`src/design/plhd_pkg.sv`:
```
package plhd_pkg;
  // Register byte offsets
  localparam logic [7:0] CTRL_OFS      = 8'h00;
  localparam logic [7:0] LOCK_CNT_OFS  = 8'h04;
  localparam logic [7:0] WINDOW_OFS    = 8'h08;
  localparam logic [7:0] DAC_OFS       = 8'h0C;
  localparam logic [7:0] EXIT_CNT_OFS  = 8'h10;
  localparam logic [7:0] STATUS_OFS    = 8'h14;
  localparam logic [7:0] IRQ_STAT_OFS  = 8'h18;
  localparam logic [7:0] IRQ_MASK_OFS  = 8'h1C;
  // Control field positions
  localparam int CTRL_MODE_LSB   = 0;
  localparam int CTRL_TRACK_BIT  = 2;
  localparam int CTRL_FIXED_BIT  = 3;
  localparam int CTRL_INHIBIT_BIT = 4;
  // Widths
  localparam int CNT_W   = 16;
  localparam int PHASE_W = 16;
  localparam int DAC_W   = 10;
  // Interrupt bit positions
  localparam int IRQ_LOCK_BIT    = 0;
  localparam int IRQ_UNLOCK_BIT  = 1;
  localparam int IRQ_HO_IN_BIT   = 2;
  localparam int IRQ_HO_OUT_BIT  = 3;
  localparam int IRQ_W           = 4;
  // Values
  localparam logic [1:0]         HOLDOVER_ON_MODE = 2'h2;
  localparam logic [1:0]         MODE_RST         = 2'h0;
  localparam logic [CNT_W-1:0]   LOCK_CNT_RST     = 16'h2710;
  localparam logic [PHASE_W-1:0] WINDOW_RST       = 16'h0010;
  localparam logic [CNT_W-1:0]   EXIT_CNT_RST     = 16'h0400;
  localparam logic [DAC_W-1:0]   DAC_MID          = 10'h200;
  // Holdover states
  typedef enum logic [1:0] {
    PLHD_TRACK   = 2'b00,
    PLHD_HOLD    = 2'b01,
    PLHD_RELOCK  = 2'b10
  } plhd_state_e;
endpackage

```
`src/design/plhd_lock_holdover.sv`:
```
// Contract
// [RULE1] Lock indicator rises only after phase stays in window for lock count.
// [RULE2] Lock indicator drops whenever phase error exceeds window, even after lock.
// [RULE3] With inhibit bit 0, a falling lock indicator enters holdover.
// [RULE4] Holdover exits when exit criteria met with valid reference; loop then relocks.
// [RULE5] Software should program a large lock count to avoid holdover cycling.
// [RULE6] Holdover selection value 2 enables holdover operation.
// [RULE7] Tracking disabled means tuning voltage is not tracked into holdover DAC.
// [RULE8] Fixed DAC select 1 drives holdover tuning from programmed fixed value.
// [RULE9] Fixed DAC code 512 gives roughly half supply tuning voltage.
// [RULE10] Exit frequency accuracy before leaving holdover is programmable.
// [RULE11] Fixed DAC code is unsigned, linear over tuning range, mid-scale near half.
`timescale 1ns/1ps
module plhd_lock_holdover (
  input  wire logic                        hclk,
  input  wire logic                        hresetn,
  input  wire logic                        hsel,
  input  wire logic [31:0]                 haddr,
  input  wire logic [1:0]                  htrans,
  input  wire logic                        hwrite,
  input  wire logic [2:0]                  hsize,
  input  wire logic [31:0]                 hwdata,
  input  wire logic                        hready,
  output logic                             hreadyout,
  output logic                             hresp,
  output logic [31:0]                      hrdata,
  input  wire logic                        pd_strobe,
  input  wire logic [plhd_pkg::PHASE_W-1:0] pd_phase_err,
  input  wire logic [plhd_pkg::DAC_W-1:0]  tune_sample,
  input  wire logic                        ref_valid,
  output logic                             lock_indicator,
  output logic                             holdover_active,
  output logic [plhd_pkg::DAC_W-1:0]       tune_dac_code,
  output logic                             irq
);
  localparam int CW = plhd_pkg::CNT_W;
  localparam int DW = plhd_pkg::DAC_W;
  localparam int PW = plhd_pkg::PHASE_W;
  localparam int IW = plhd_pkg::IRQ_W;

  logic [4:0]    ctrl_q;
  logic [CW-1:0] lock_count_threshold_q;
  logic [PW-1:0] phase_window_size_q;
  logic [DW-1:0] fixed_dac_value_q;
  logic [CW-1:0] exit_count_q;
  logic [IW-1:0] irq_stat_q;
  logic [IW-1:0] irq_mask_q;
  logic [IW-1:0] irq_evt;
  logic [CW-1:0] win_cnt_q;
  logic [CW-1:0] exit_cnt_q;
  logic          lock_q;
  logic          lock_d;
  logic [DW-1:0] tracked_q;
  logic [DW-1:0] dac_d;
  logic          ref_meta_q;
  logic          ref_sync_q;
  logic          in_window;
  logic          ho_enter;
  logic          ho_exit;
  logic          wr_pend_q;
  logic [7:0]    wr_addr_q;
  logic          wr_en;
  plhd_pkg::plhd_state_e state_q;
  plhd_pkg::plhd_state_e state_d;

  // Magnitude of a two's complement phase error
  function automatic logic [PW-1:0] abs_err(input logic [PW-1:0] e);
    abs_err = e[PW-1] ? PW'(-e) : e;
  endfunction

  // Decoded control bits
  wire logic [1:0] holdover_mode = ctrl_q[plhd_pkg::CTRL_MODE_LSB +: 2];
  wire logic en_track = ctrl_q[plhd_pkg::CTRL_TRACK_BIT];
  wire logic fixed_dac_select = ctrl_q[plhd_pkg::CTRL_FIXED_BIT];
  wire logic lock_loss_holdover_inhibit = ctrl_q[plhd_pkg::CTRL_INHIBIT_BIT];

  // Zero wait state slave, always OKAY
  assign hreadyout = 1'b1;
  assign hresp     = 1'b0;
  wire logic addr_phase = hsel & hready & htrans[1];

  // Reference valid pin, two flops before use
  always_ff @(posedge hclk or negedge hresetn)
  begin
    if (!hresetn)
    begin
      ref_meta_q <= 1'b0;
      ref_sync_q <= 1'b0;
    end
    else
    begin
      ref_meta_q <= ref_valid;
      ref_sync_q <= ref_meta_q;
    end
  end

  // Write captured in address phase, applied in data phase
  always_ff @(posedge hclk or negedge hresetn)
  begin
    if (!hresetn)
    begin
      wr_pend_q <= 1'b0;
      wr_addr_q <= 8'h00;
    end
    else
    begin
      wr_pend_q <= addr_phase & hwrite;
      wr_addr_q <= haddr[7:0];
    end
  end
  assign wr_en = wr_pend_q;

  // Configuration registers
  always_ff @(posedge hclk or negedge hresetn)
  begin
    if (!hresetn)
    begin
      ctrl_q                 <= {3'h0, plhd_pkg::MODE_RST};
      lock_count_threshold_q <= plhd_pkg::LOCK_CNT_RST;
      phase_window_size_q    <= plhd_pkg::WINDOW_RST;
      fixed_dac_value_q      <= plhd_pkg::DAC_MID;  // Mid-scale [RULE9]
      exit_count_q           <= plhd_pkg::EXIT_CNT_RST;
      irq_mask_q             <= 4'h0;
    end
    else if (wr_en)
    begin
      if (wr_addr_q == plhd_pkg::CTRL_OFS)
        ctrl_q <= hwdata[4:0];
      else if (wr_addr_q == plhd_pkg::LOCK_CNT_OFS)
        lock_count_threshold_q <= hwdata[CW-1:0];
      else if (wr_addr_q == plhd_pkg::WINDOW_OFS)
        phase_window_size_q <= hwdata[PW-1:0];
      else if (wr_addr_q == plhd_pkg::DAC_OFS)
        fixed_dac_value_q <= hwdata[DW-1:0];  // Unsigned linear code [RULE11]
      else if (wr_addr_q == plhd_pkg::EXIT_CNT_OFS)
        exit_count_q <= hwdata[CW-1:0];  // Exit accuracy qualifier [RULE10]
      else if (wr_addr_q == plhd_pkg::IRQ_MASK_OFS)
        irq_mask_q <= hwdata[IW-1:0];
    end
  end

  // Read data registered in address phase; unmapped reads zero
  always_ff @(posedge hclk or negedge hresetn)
  begin
    if (!hresetn)
      hrdata <= 32'h0000_0000;
    else if (addr_phase & ~hwrite)
    begin
      if (haddr[7:0] == plhd_pkg::CTRL_OFS)
        hrdata <= {27'h0, ctrl_q};
      else if (haddr[7:0] == plhd_pkg::LOCK_CNT_OFS)
        hrdata <= {16'h0, lock_count_threshold_q};
      else if (haddr[7:0] == plhd_pkg::WINDOW_OFS)
        hrdata <= {16'h0, phase_window_size_q};
      else if (haddr[7:0] == plhd_pkg::DAC_OFS)
        hrdata <= {22'h0, fixed_dac_value_q};
      else if (haddr[7:0] == plhd_pkg::EXIT_CNT_OFS)
        hrdata <= {16'h0, exit_count_q};
      else if (haddr[7:0] == plhd_pkg::STATUS_OFS)
        hrdata <= {16'h0, 2'h0, tune_dac_code, state_q, holdover_active, lock_indicator};
      else if (haddr[7:0] == plhd_pkg::IRQ_STAT_OFS)
        hrdata <= {28'h0, irq_stat_q};
      else if (haddr[7:0] == plhd_pkg::IRQ_MASK_OFS)
        hrdata <= {28'h0, irq_mask_q};
      else
        hrdata <= 32'h0000_0000;
    end
  end

  // Lock detector: consecutive in-window comparisons
  assign in_window = abs_err(pd_phase_err) <= phase_window_size_q;
  always_comb
  begin
    lock_d = lock_q;
    if (pd_strobe)
    begin
      if (!in_window)
        lock_d = 1'b0;  // Any excursion drops lock [RULE2]
      else if (win_cnt_q >= lock_count_threshold_q)
        lock_d = 1'b1;  // Window held long enough [RULE1]
    end
  end

  // Counter saturates so a long lock cannot wrap and glitch
  always_ff @(posedge hclk or negedge hresetn)
  begin
    if (!hresetn)
    begin
      win_cnt_q <= 16'h0000;
      lock_q    <= 1'b0;
    end
    else
    begin
      lock_q <= lock_d;
      if (pd_strobe)
      begin
        if (!in_window)
          win_cnt_q <= 16'h0000;  // [RULE2]
        else if (win_cnt_q != 16'hFFFF)
          win_cnt_q <= win_cnt_q + 16'h0001;  // [RULE1]
      end
    end
  end
  assign lock_indicator = lock_q;

  // Holdover entry on falling lock; low count here risks chatter
  assign ho_enter = (state_q != plhd_pkg::PLHD_HOLD) && lock_q && !lock_d
                    && !lock_loss_holdover_inhibit  // [RULE3] [RULE5]
                    && (holdover_mode == plhd_pkg::HOLDOVER_ON_MODE);  // [RULE6]
  // A lock loss in the exit cycle keeps holdover when the inhibit bit is 0 and mode is 2, or the loop would reopen on a bad phase
  assign ho_exit = (state_q == plhd_pkg::PLHD_HOLD) && ref_sync_q
                   && pd_strobe && (exit_cnt_q >= exit_count_q)  // [RULE4] [RULE10]
                   && !(lock_q && !lock_d && !lock_loss_holdover_inhibit
                   && (holdover_mode == plhd_pkg::HOLDOVER_ON_MODE));  // [RULE3]

  always_comb
  begin
    state_d = state_q;
    case (state_q)
      plhd_pkg::PLHD_TRACK:
        if (ho_enter)
          state_d = plhd_pkg::PLHD_HOLD;
      plhd_pkg::PLHD_HOLD:
        if (ho_exit)
          state_d = plhd_pkg::PLHD_RELOCK;  // Loop closes and relocks [RULE4]
      plhd_pkg::PLHD_RELOCK:
        if (ho_enter)
          state_d = plhd_pkg::PLHD_HOLD;
        else if (lock_q)
          state_d = plhd_pkg::PLHD_TRACK;
      default:
        state_d = plhd_pkg::PLHD_TRACK;
    endcase
  end

  // State and exit qualification counter
  always_ff @(posedge hclk or negedge hresetn)
  begin
    if (!hresetn)
    begin
      state_q    <= plhd_pkg::PLHD_TRACK;
      exit_cnt_q <= 16'h0000;
    end
    else
    begin
      state_q <= state_d;
      if (state_q != plhd_pkg::PLHD_HOLD || !ref_sync_q)
        exit_cnt_q <= 16'h0000;  // Lost reference restarts qualification
      else if (pd_strobe && exit_cnt_q != 16'hFFFF)
        exit_cnt_q <= exit_cnt_q + 16'h0001;  // [RULE10]
    end
  end
  assign holdover_active = (state_q == plhd_pkg::PLHD_HOLD);

  // Tuning voltage tracking, frozen in holdover
  always_ff @(posedge hclk or negedge hresetn)
  begin
    if (!hresetn)
      tracked_q <= plhd_pkg::DAC_MID;
    else if (en_track && state_d != plhd_pkg::PLHD_HOLD)
      tracked_q <= tune_sample;  // Only when enabled [RULE7]
  end

  // DAC code: closed loop passes the sample through
  always_comb
  begin
    if (state_d == plhd_pkg::PLHD_HOLD)
      dac_d = fixed_dac_select ? fixed_dac_value_q : tracked_q;  // [RULE8] [RULE11]
    else
      dac_d = tune_sample;
  end
  always_ff @(posedge hclk or negedge hresetn)
  begin
    if (!hresetn)
      tune_dac_code <= plhd_pkg::DAC_MID;  // [RULE9]
    else
      tune_dac_code <= dac_d;
  end

  // Sticky events; set wins over write-one-to-clear
  assign irq_evt = {ho_exit, ho_enter, lock_q & ~lock_d, ~lock_q & lock_d};
  always_ff @(posedge hclk or negedge hresetn)
  begin
    if (!hresetn)
      irq_stat_q <= 4'h0;
    else if (wr_en && wr_addr_q == plhd_pkg::IRQ_STAT_OFS)
      irq_stat_q <= (irq_stat_q & ~hwdata[IW-1:0]) | irq_evt;
    else
      irq_stat_q <= irq_stat_q | irq_evt;
  end
  assign irq = |(irq_stat_q & irq_mask_q);

  // Assertions
  a_lock_needs_count: assert property (@(posedge hclk) disable iff (!hresetn)
    $rose(lock_q) |-> $past(win_cnt_q) >= $past(lock_count_threshold_q) && $past(pd_strobe))
    else $error("lock rose before count reached");  // [RULE1]
  a_lock_drop_excursion: assert property (@(posedge hclk) disable iff (!hresetn)
    pd_strobe && !in_window |=> !lock_indicator && win_cnt_q == 16'h0000)
    else $error("lock held after window excursion");  // [RULE2]
  a_enter_on_loss: assert property (@(posedge hclk) disable iff (!hresetn)
    lock_q && !lock_d && !lock_loss_holdover_inhibit
    && holdover_mode == plhd_pkg::HOLDOVER_ON_MODE |=> holdover_active)
    else $error("holdover not entered on lock loss");  // [RULE3]
  a_exit_relock: assert property (@(posedge hclk) disable iff (!hresetn)
    $fell(holdover_active) |-> $past(ref_sync_q) && state_q == plhd_pkg::PLHD_RELOCK)
    else $error("holdover left without valid reference");  // [RULE4]
  a_mode_gates_hold: assert property (@(posedge hclk) disable iff (!hresetn)
    $rose(holdover_active) |-> $past(holdover_mode) == plhd_pkg::HOLDOVER_ON_MODE)
    else $error("holdover entered while not enabled");  // [RULE6]
  a_no_track_frozen: assert property (@(posedge hclk) disable iff (!hresetn)
    !en_track |=> $stable(tracked_q))
    else $error("tracked value moved with tracking off");  // [RULE7]
  a_fixed_dac_out: assert property (@(posedge hclk) disable iff (!hresetn)
    holdover_active && fixed_dac_select ##1 holdover_active
    |-> tune_dac_code == $past(fixed_dac_value_q))
    else $error("holdover DAC not fixed value");  // [RULE8]
  a_dac_mid_reset: assert property (@(posedge hclk)
    !hresetn |=> tune_dac_code == 10'h200 || hresetn)
    else $error("DAC not mid-scale after reset");  // [RULE9]
  a_exit_accuracy: assert property (@(posedge hclk) disable iff (!hresetn)
    ho_exit |-> exit_cnt_q >= exit_count_q ##1 !holdover_active)
    else $error("holdover exit before accuracy count");  // [RULE10]
endmodule

```
`config.mk`:
```
export PLATFORM = sky130hd
export DESIGN_NAME = plhd_lock_holdover
export DESIGN_NICKNAME = d
export VERILOG_FILES = /design/src/design/plhd_pkg.sv /design/src/design/plhd_lock_holdover.sv
export SDC_FILE = /design/constraint.sdc
export NUM_CORES = 1
export LEC_CHECK = 0
export BUFFER_PORTS_ARGS = -buffer_cell sky130_fd_sc_hd__buf_2
export CAP_MARGIN = 5
export CORE_AREA = 3 3 98 194
export CTS_CLUSTER_SIZE = 8
export DETAILED_ROUTE_END_ITERATION = 10
export DIE_AREA = 0 0 101 197
export PLACE_DENSITY_LB_ADDON = 0.05
export SLEW_MARGIN = 25
export SYNTH_ARGS = -nofsm -noshare
export SYNTH_HDL_FRONTEND = slang
export SYNTH_SLANG_ARGS = --single-unit
```
`constraint.sdc`:
```
create_clock -name hclk -period 2.67 [get_ports hclk]
set_input_delay 0.1335 -clock hclk [delete_from_list [all_inputs] [get_ports hclk]]
set_output_delay 0.1335 -clock hclk [all_outputs]
set_load 0.03 [all_outputs]
```
==> reports/qor.txt <==
TritonCTS clock tree: done
Mapped cell area: 8444 µm²
NumNets Final: 1141
Static Leak: 5.035 nW
Dpl hpwl: 19200 µm
Most frequent cells in the layout: dfrtp_1, nand2_1, buf_2
Clock-pin slew on the worst setup and hold paths: 0.06 ns
Critical path type: in -> reg
Data arrival time of the critical path: 3.56 ns
Final GP Congestion: 0.8984
Full die area: 19900 µm²
Max_cap viols: 0
YS warnings: 0
Clock tree buffer depth: 2
Core Region: 17780 µm²
Drt pass-1 iters: 5
Min setup slack post-route: -0.5762 ns
Final Hold Viols: 0
Synth area leaders: dfrtp_1, mux2_2, ha_1, nand2_1, o21ai_0
Antenna violations before repair: 0
CP Launch Type: primary input
Slew Limit Fails: 0
Vias: 6697
Worst endpoint required time: 2.98 ns
Fraction of layout instances using a drive strength above 1: 28.37%
Origin of the critical flop-to-flop path: phase_window_size_q[11]$_DFFE_PN0P_
Inst Count DP: 1144
Post-Synthesis Cells: 828
Area Growth Syn to Fin: 25.03%
Root Driver: clkbuf_16
Worst-margin pin slew: 0.5744 ns
Total GRT Usage: 25.59%
Clk_skew: 0.008748 ns
Clock Latency Late Sink: 0.43 ns
Clock sinks: 153
Die Y-Extent: 197 µm
Crit. Startpoint: pd_phase_err[1]
Maximum vdd drop: 0.2846 mV
Fin cells: 1214
Hold_sp: hwdata[7]
Final Critical Period: 3.246 ns
Die X: 101 µm
Placed Area: 9397 µm²
Antenna cells: 0
Most common cell after layout, fill and taps aside: dfrtp_1
Distinct cells, synth: 60
I/O pin count: 149
Largest net degree at the start of global routing: 55
Top cell type's share of synthesized area: 42.38%
Power Density: 543.0 nW/µm²
Worst hold endpoint: phase_window_size_q[7]$_DFFE_PN0P_
# rows: 69
Period Utilization, post-route: 121.6%
Register bit total from synthesis: 153
Number of global-route vias before repair: 7119
DRC Markers: 0
Initial drt markers: 272
HP Class: in -> reg
Filler cells: 1535
Worst r2r dst: tracked_q[6]$_DFFE_PN0P_
Failing checks: setup timing
WL final: 24730 µm
Final ANT Viol Nets: 0
First-pass GRT wire length: 38590 µm
Post-synth EDFFs: 0
Syn Area/Cell: 10.20 µm²
Top_reg_cell synth: dfrtp_1
Min Hold Slack: 0.02380 ns
Hold path cells: 3
FF-to-FF path depth: 9
GR Overflow Total: 0
Worst R2R Setup Slack: -0.10 ns
Final Core Density: 59.36%
Endpoint type of the worst setup path: flip-flop
Cts bufs inserted: 17
Setup violators final: 43
Max Clock Freq: 308.1 MHz
PortBufs: 86
Status: complete, but fails checks
H-tree depth: 4
Post-synth ARST share: 100.0%
Fin area: 10560 µm²
Mean number of vias per cell: 5.516
Critical path fanouts, max: 9
Routed wire length per instance: 20.37 µm
Starting Density: 47.48%
Slew HR: 61.61%
Sequential area share after synthesis: 45.49%
RSZ-0062 raised after global routing: yes
Leading area contributor after synthesis: dfrtp_1
==> area by class of cell <==
cell class                      instances  area (µm²)  area share (%)
Multi-Input combinational cell        586        4423           41.89
Inverter                               57       214.0           2.027
Sequential cell                       153        3841           36.38
Clock buffer                           22       454.2           4.302
Tap cell                              213       266.5           2.524
Clock inverter                         10       142.6           1.351
Timing Repair Buffer                  173        1216           11.52
==> metal layers <==
metal  vias to the layer above  track usage [%]  wire length, µm
li1                       3206                -                -
met1                      3309            26.88             9022
met2                       138            48.37            14010
met3                        44            3.932              681
met4                         0            11.93             1015
met5                         -                0                0
==> power breakdown <==
part / switching [W] / leakage (nW) / internal (W) / total [W]
logic: 0.000404 / 2.90 / 0.000316 / 0.000719
registers: 0.000102 / 1.86 / 0.00243 / 0.00253
clock network: 0.000982 / 0.277 / 0.00150 / 0.00248
total: 0.00149 / 5.04 / 0.00425 / 0.00573
==> state kept, by name, indices dropped and copies added (netlist names), 16 cells and up <==
register,cells
lock_count_threshold_q,16
exit_count_q,16
hrdata,16
win_cnt_q,16
exit_cnt_q,16
phase_window_size_q,16
==> through the flow <==
| step | setup slack [ns] | TNS (ns) | power, W |
|---|---|---|---|
| 6_report | -0.5762 | -13.98 | 0.005733 |
| 4_1_cts | -0.5382 | -12.34 | 0.005772 |
| 5_1_grt | -0.6980 | -19.00 | 0.005952 |
| 3_3_place_gp | -0.9621 | -29.31 | 0.003204 |
| 3_5_place_dp | -1.076 | -33.74 | 0.003235 |
| 2_1_floorplan | -0.7797 | -20.11 | 0.002955 |
==> worst max path at each step <==
| stage | end | slack [ns] | cells past startpoint |
|---|---|---|---|
| 2_1_floorplan | tune_dac_code[0]$_DFF_PN0_ | -0.78 | 13 |
| 3_3_place_gp | tracked_q[7]$_DFFE_PN0P_ | -0.96 | 13 |
| 3_5_place_dp | tracked_q[8]$_DFFE_PN0P_ | -1.08 | 13 |
| 4_1_cts | tracked_q[7]$_DFFE_PN0P_ | -0.54 | 14 |
| 5_1_grt | tracked_q[6]$_DFFE_PN0P_ | -0.70 | 16 |
| 6_report | tracked_q[6]$_DFFE_PN0P_ | -0.58 | 14 |
==> worst max-delay path: stages <==
cell	delay [ns]
buf_6	0.10
nor3_4	0.18
nand2_1	0.09
or3_4	0.35
or4_4	0.52
nor4b_4	0.23
ha_1	0.25
nand4_4	0.16
a2111o_1	0.38
a311oi_4	0.30
a31oi_4	0.18
o21ai_4	0.21
buf_12	0.15
mux2_2	0.33
==> Yosys cell counts (5+ instances only) <==
cell and number:
or3_1 10, inv_1 57, xnor2_1 20, clkbuf_1 25
nand3_1 11, nand4_1 16, mux2_2 67, and3_1 6
and4_1 5, a22oi_1 9, a31oi_1 6, mux4_2 8
dfstp_2 10, dfrtp_1 143, buf_4 19, mux2i_1 10
o22a_1 5, nand2_1 100, nand2b_1 8, o211ai_1 5
o21ai_0 72, nor3_1 10, nor2_1 42, ha_1 51
xor2_1 15, a21oi_1 34
==> kinds of logic (layout without fill, tap and decap cells) <==
kind of cell	Yosys count	after routing	share of synthesized area [%]
buffers and inverters	105	262	5.542
and+or+nand+nor	234	234	13.39
DFF	153	153	45.49
other	2	18	0.08894
AOI/OAI and AO/OA	163	163	12.05
xor gates and xnor gates	35	35	3.630
muxes	85	85	12.25
adders and majority gates	51	51	7.557
==> timing repair <==
action | CTS | global route
hold endpoints to repair | 107 | 0
gates resized for setup | 25 | 12
gates cloned | 1 | 0
setup buffers | 3 | 3
hold buffers | 31 | 0
pin swaps | 3 | 4
setup endpoints to repair | 43 | 43
Power figures use the tool's default switching activity.
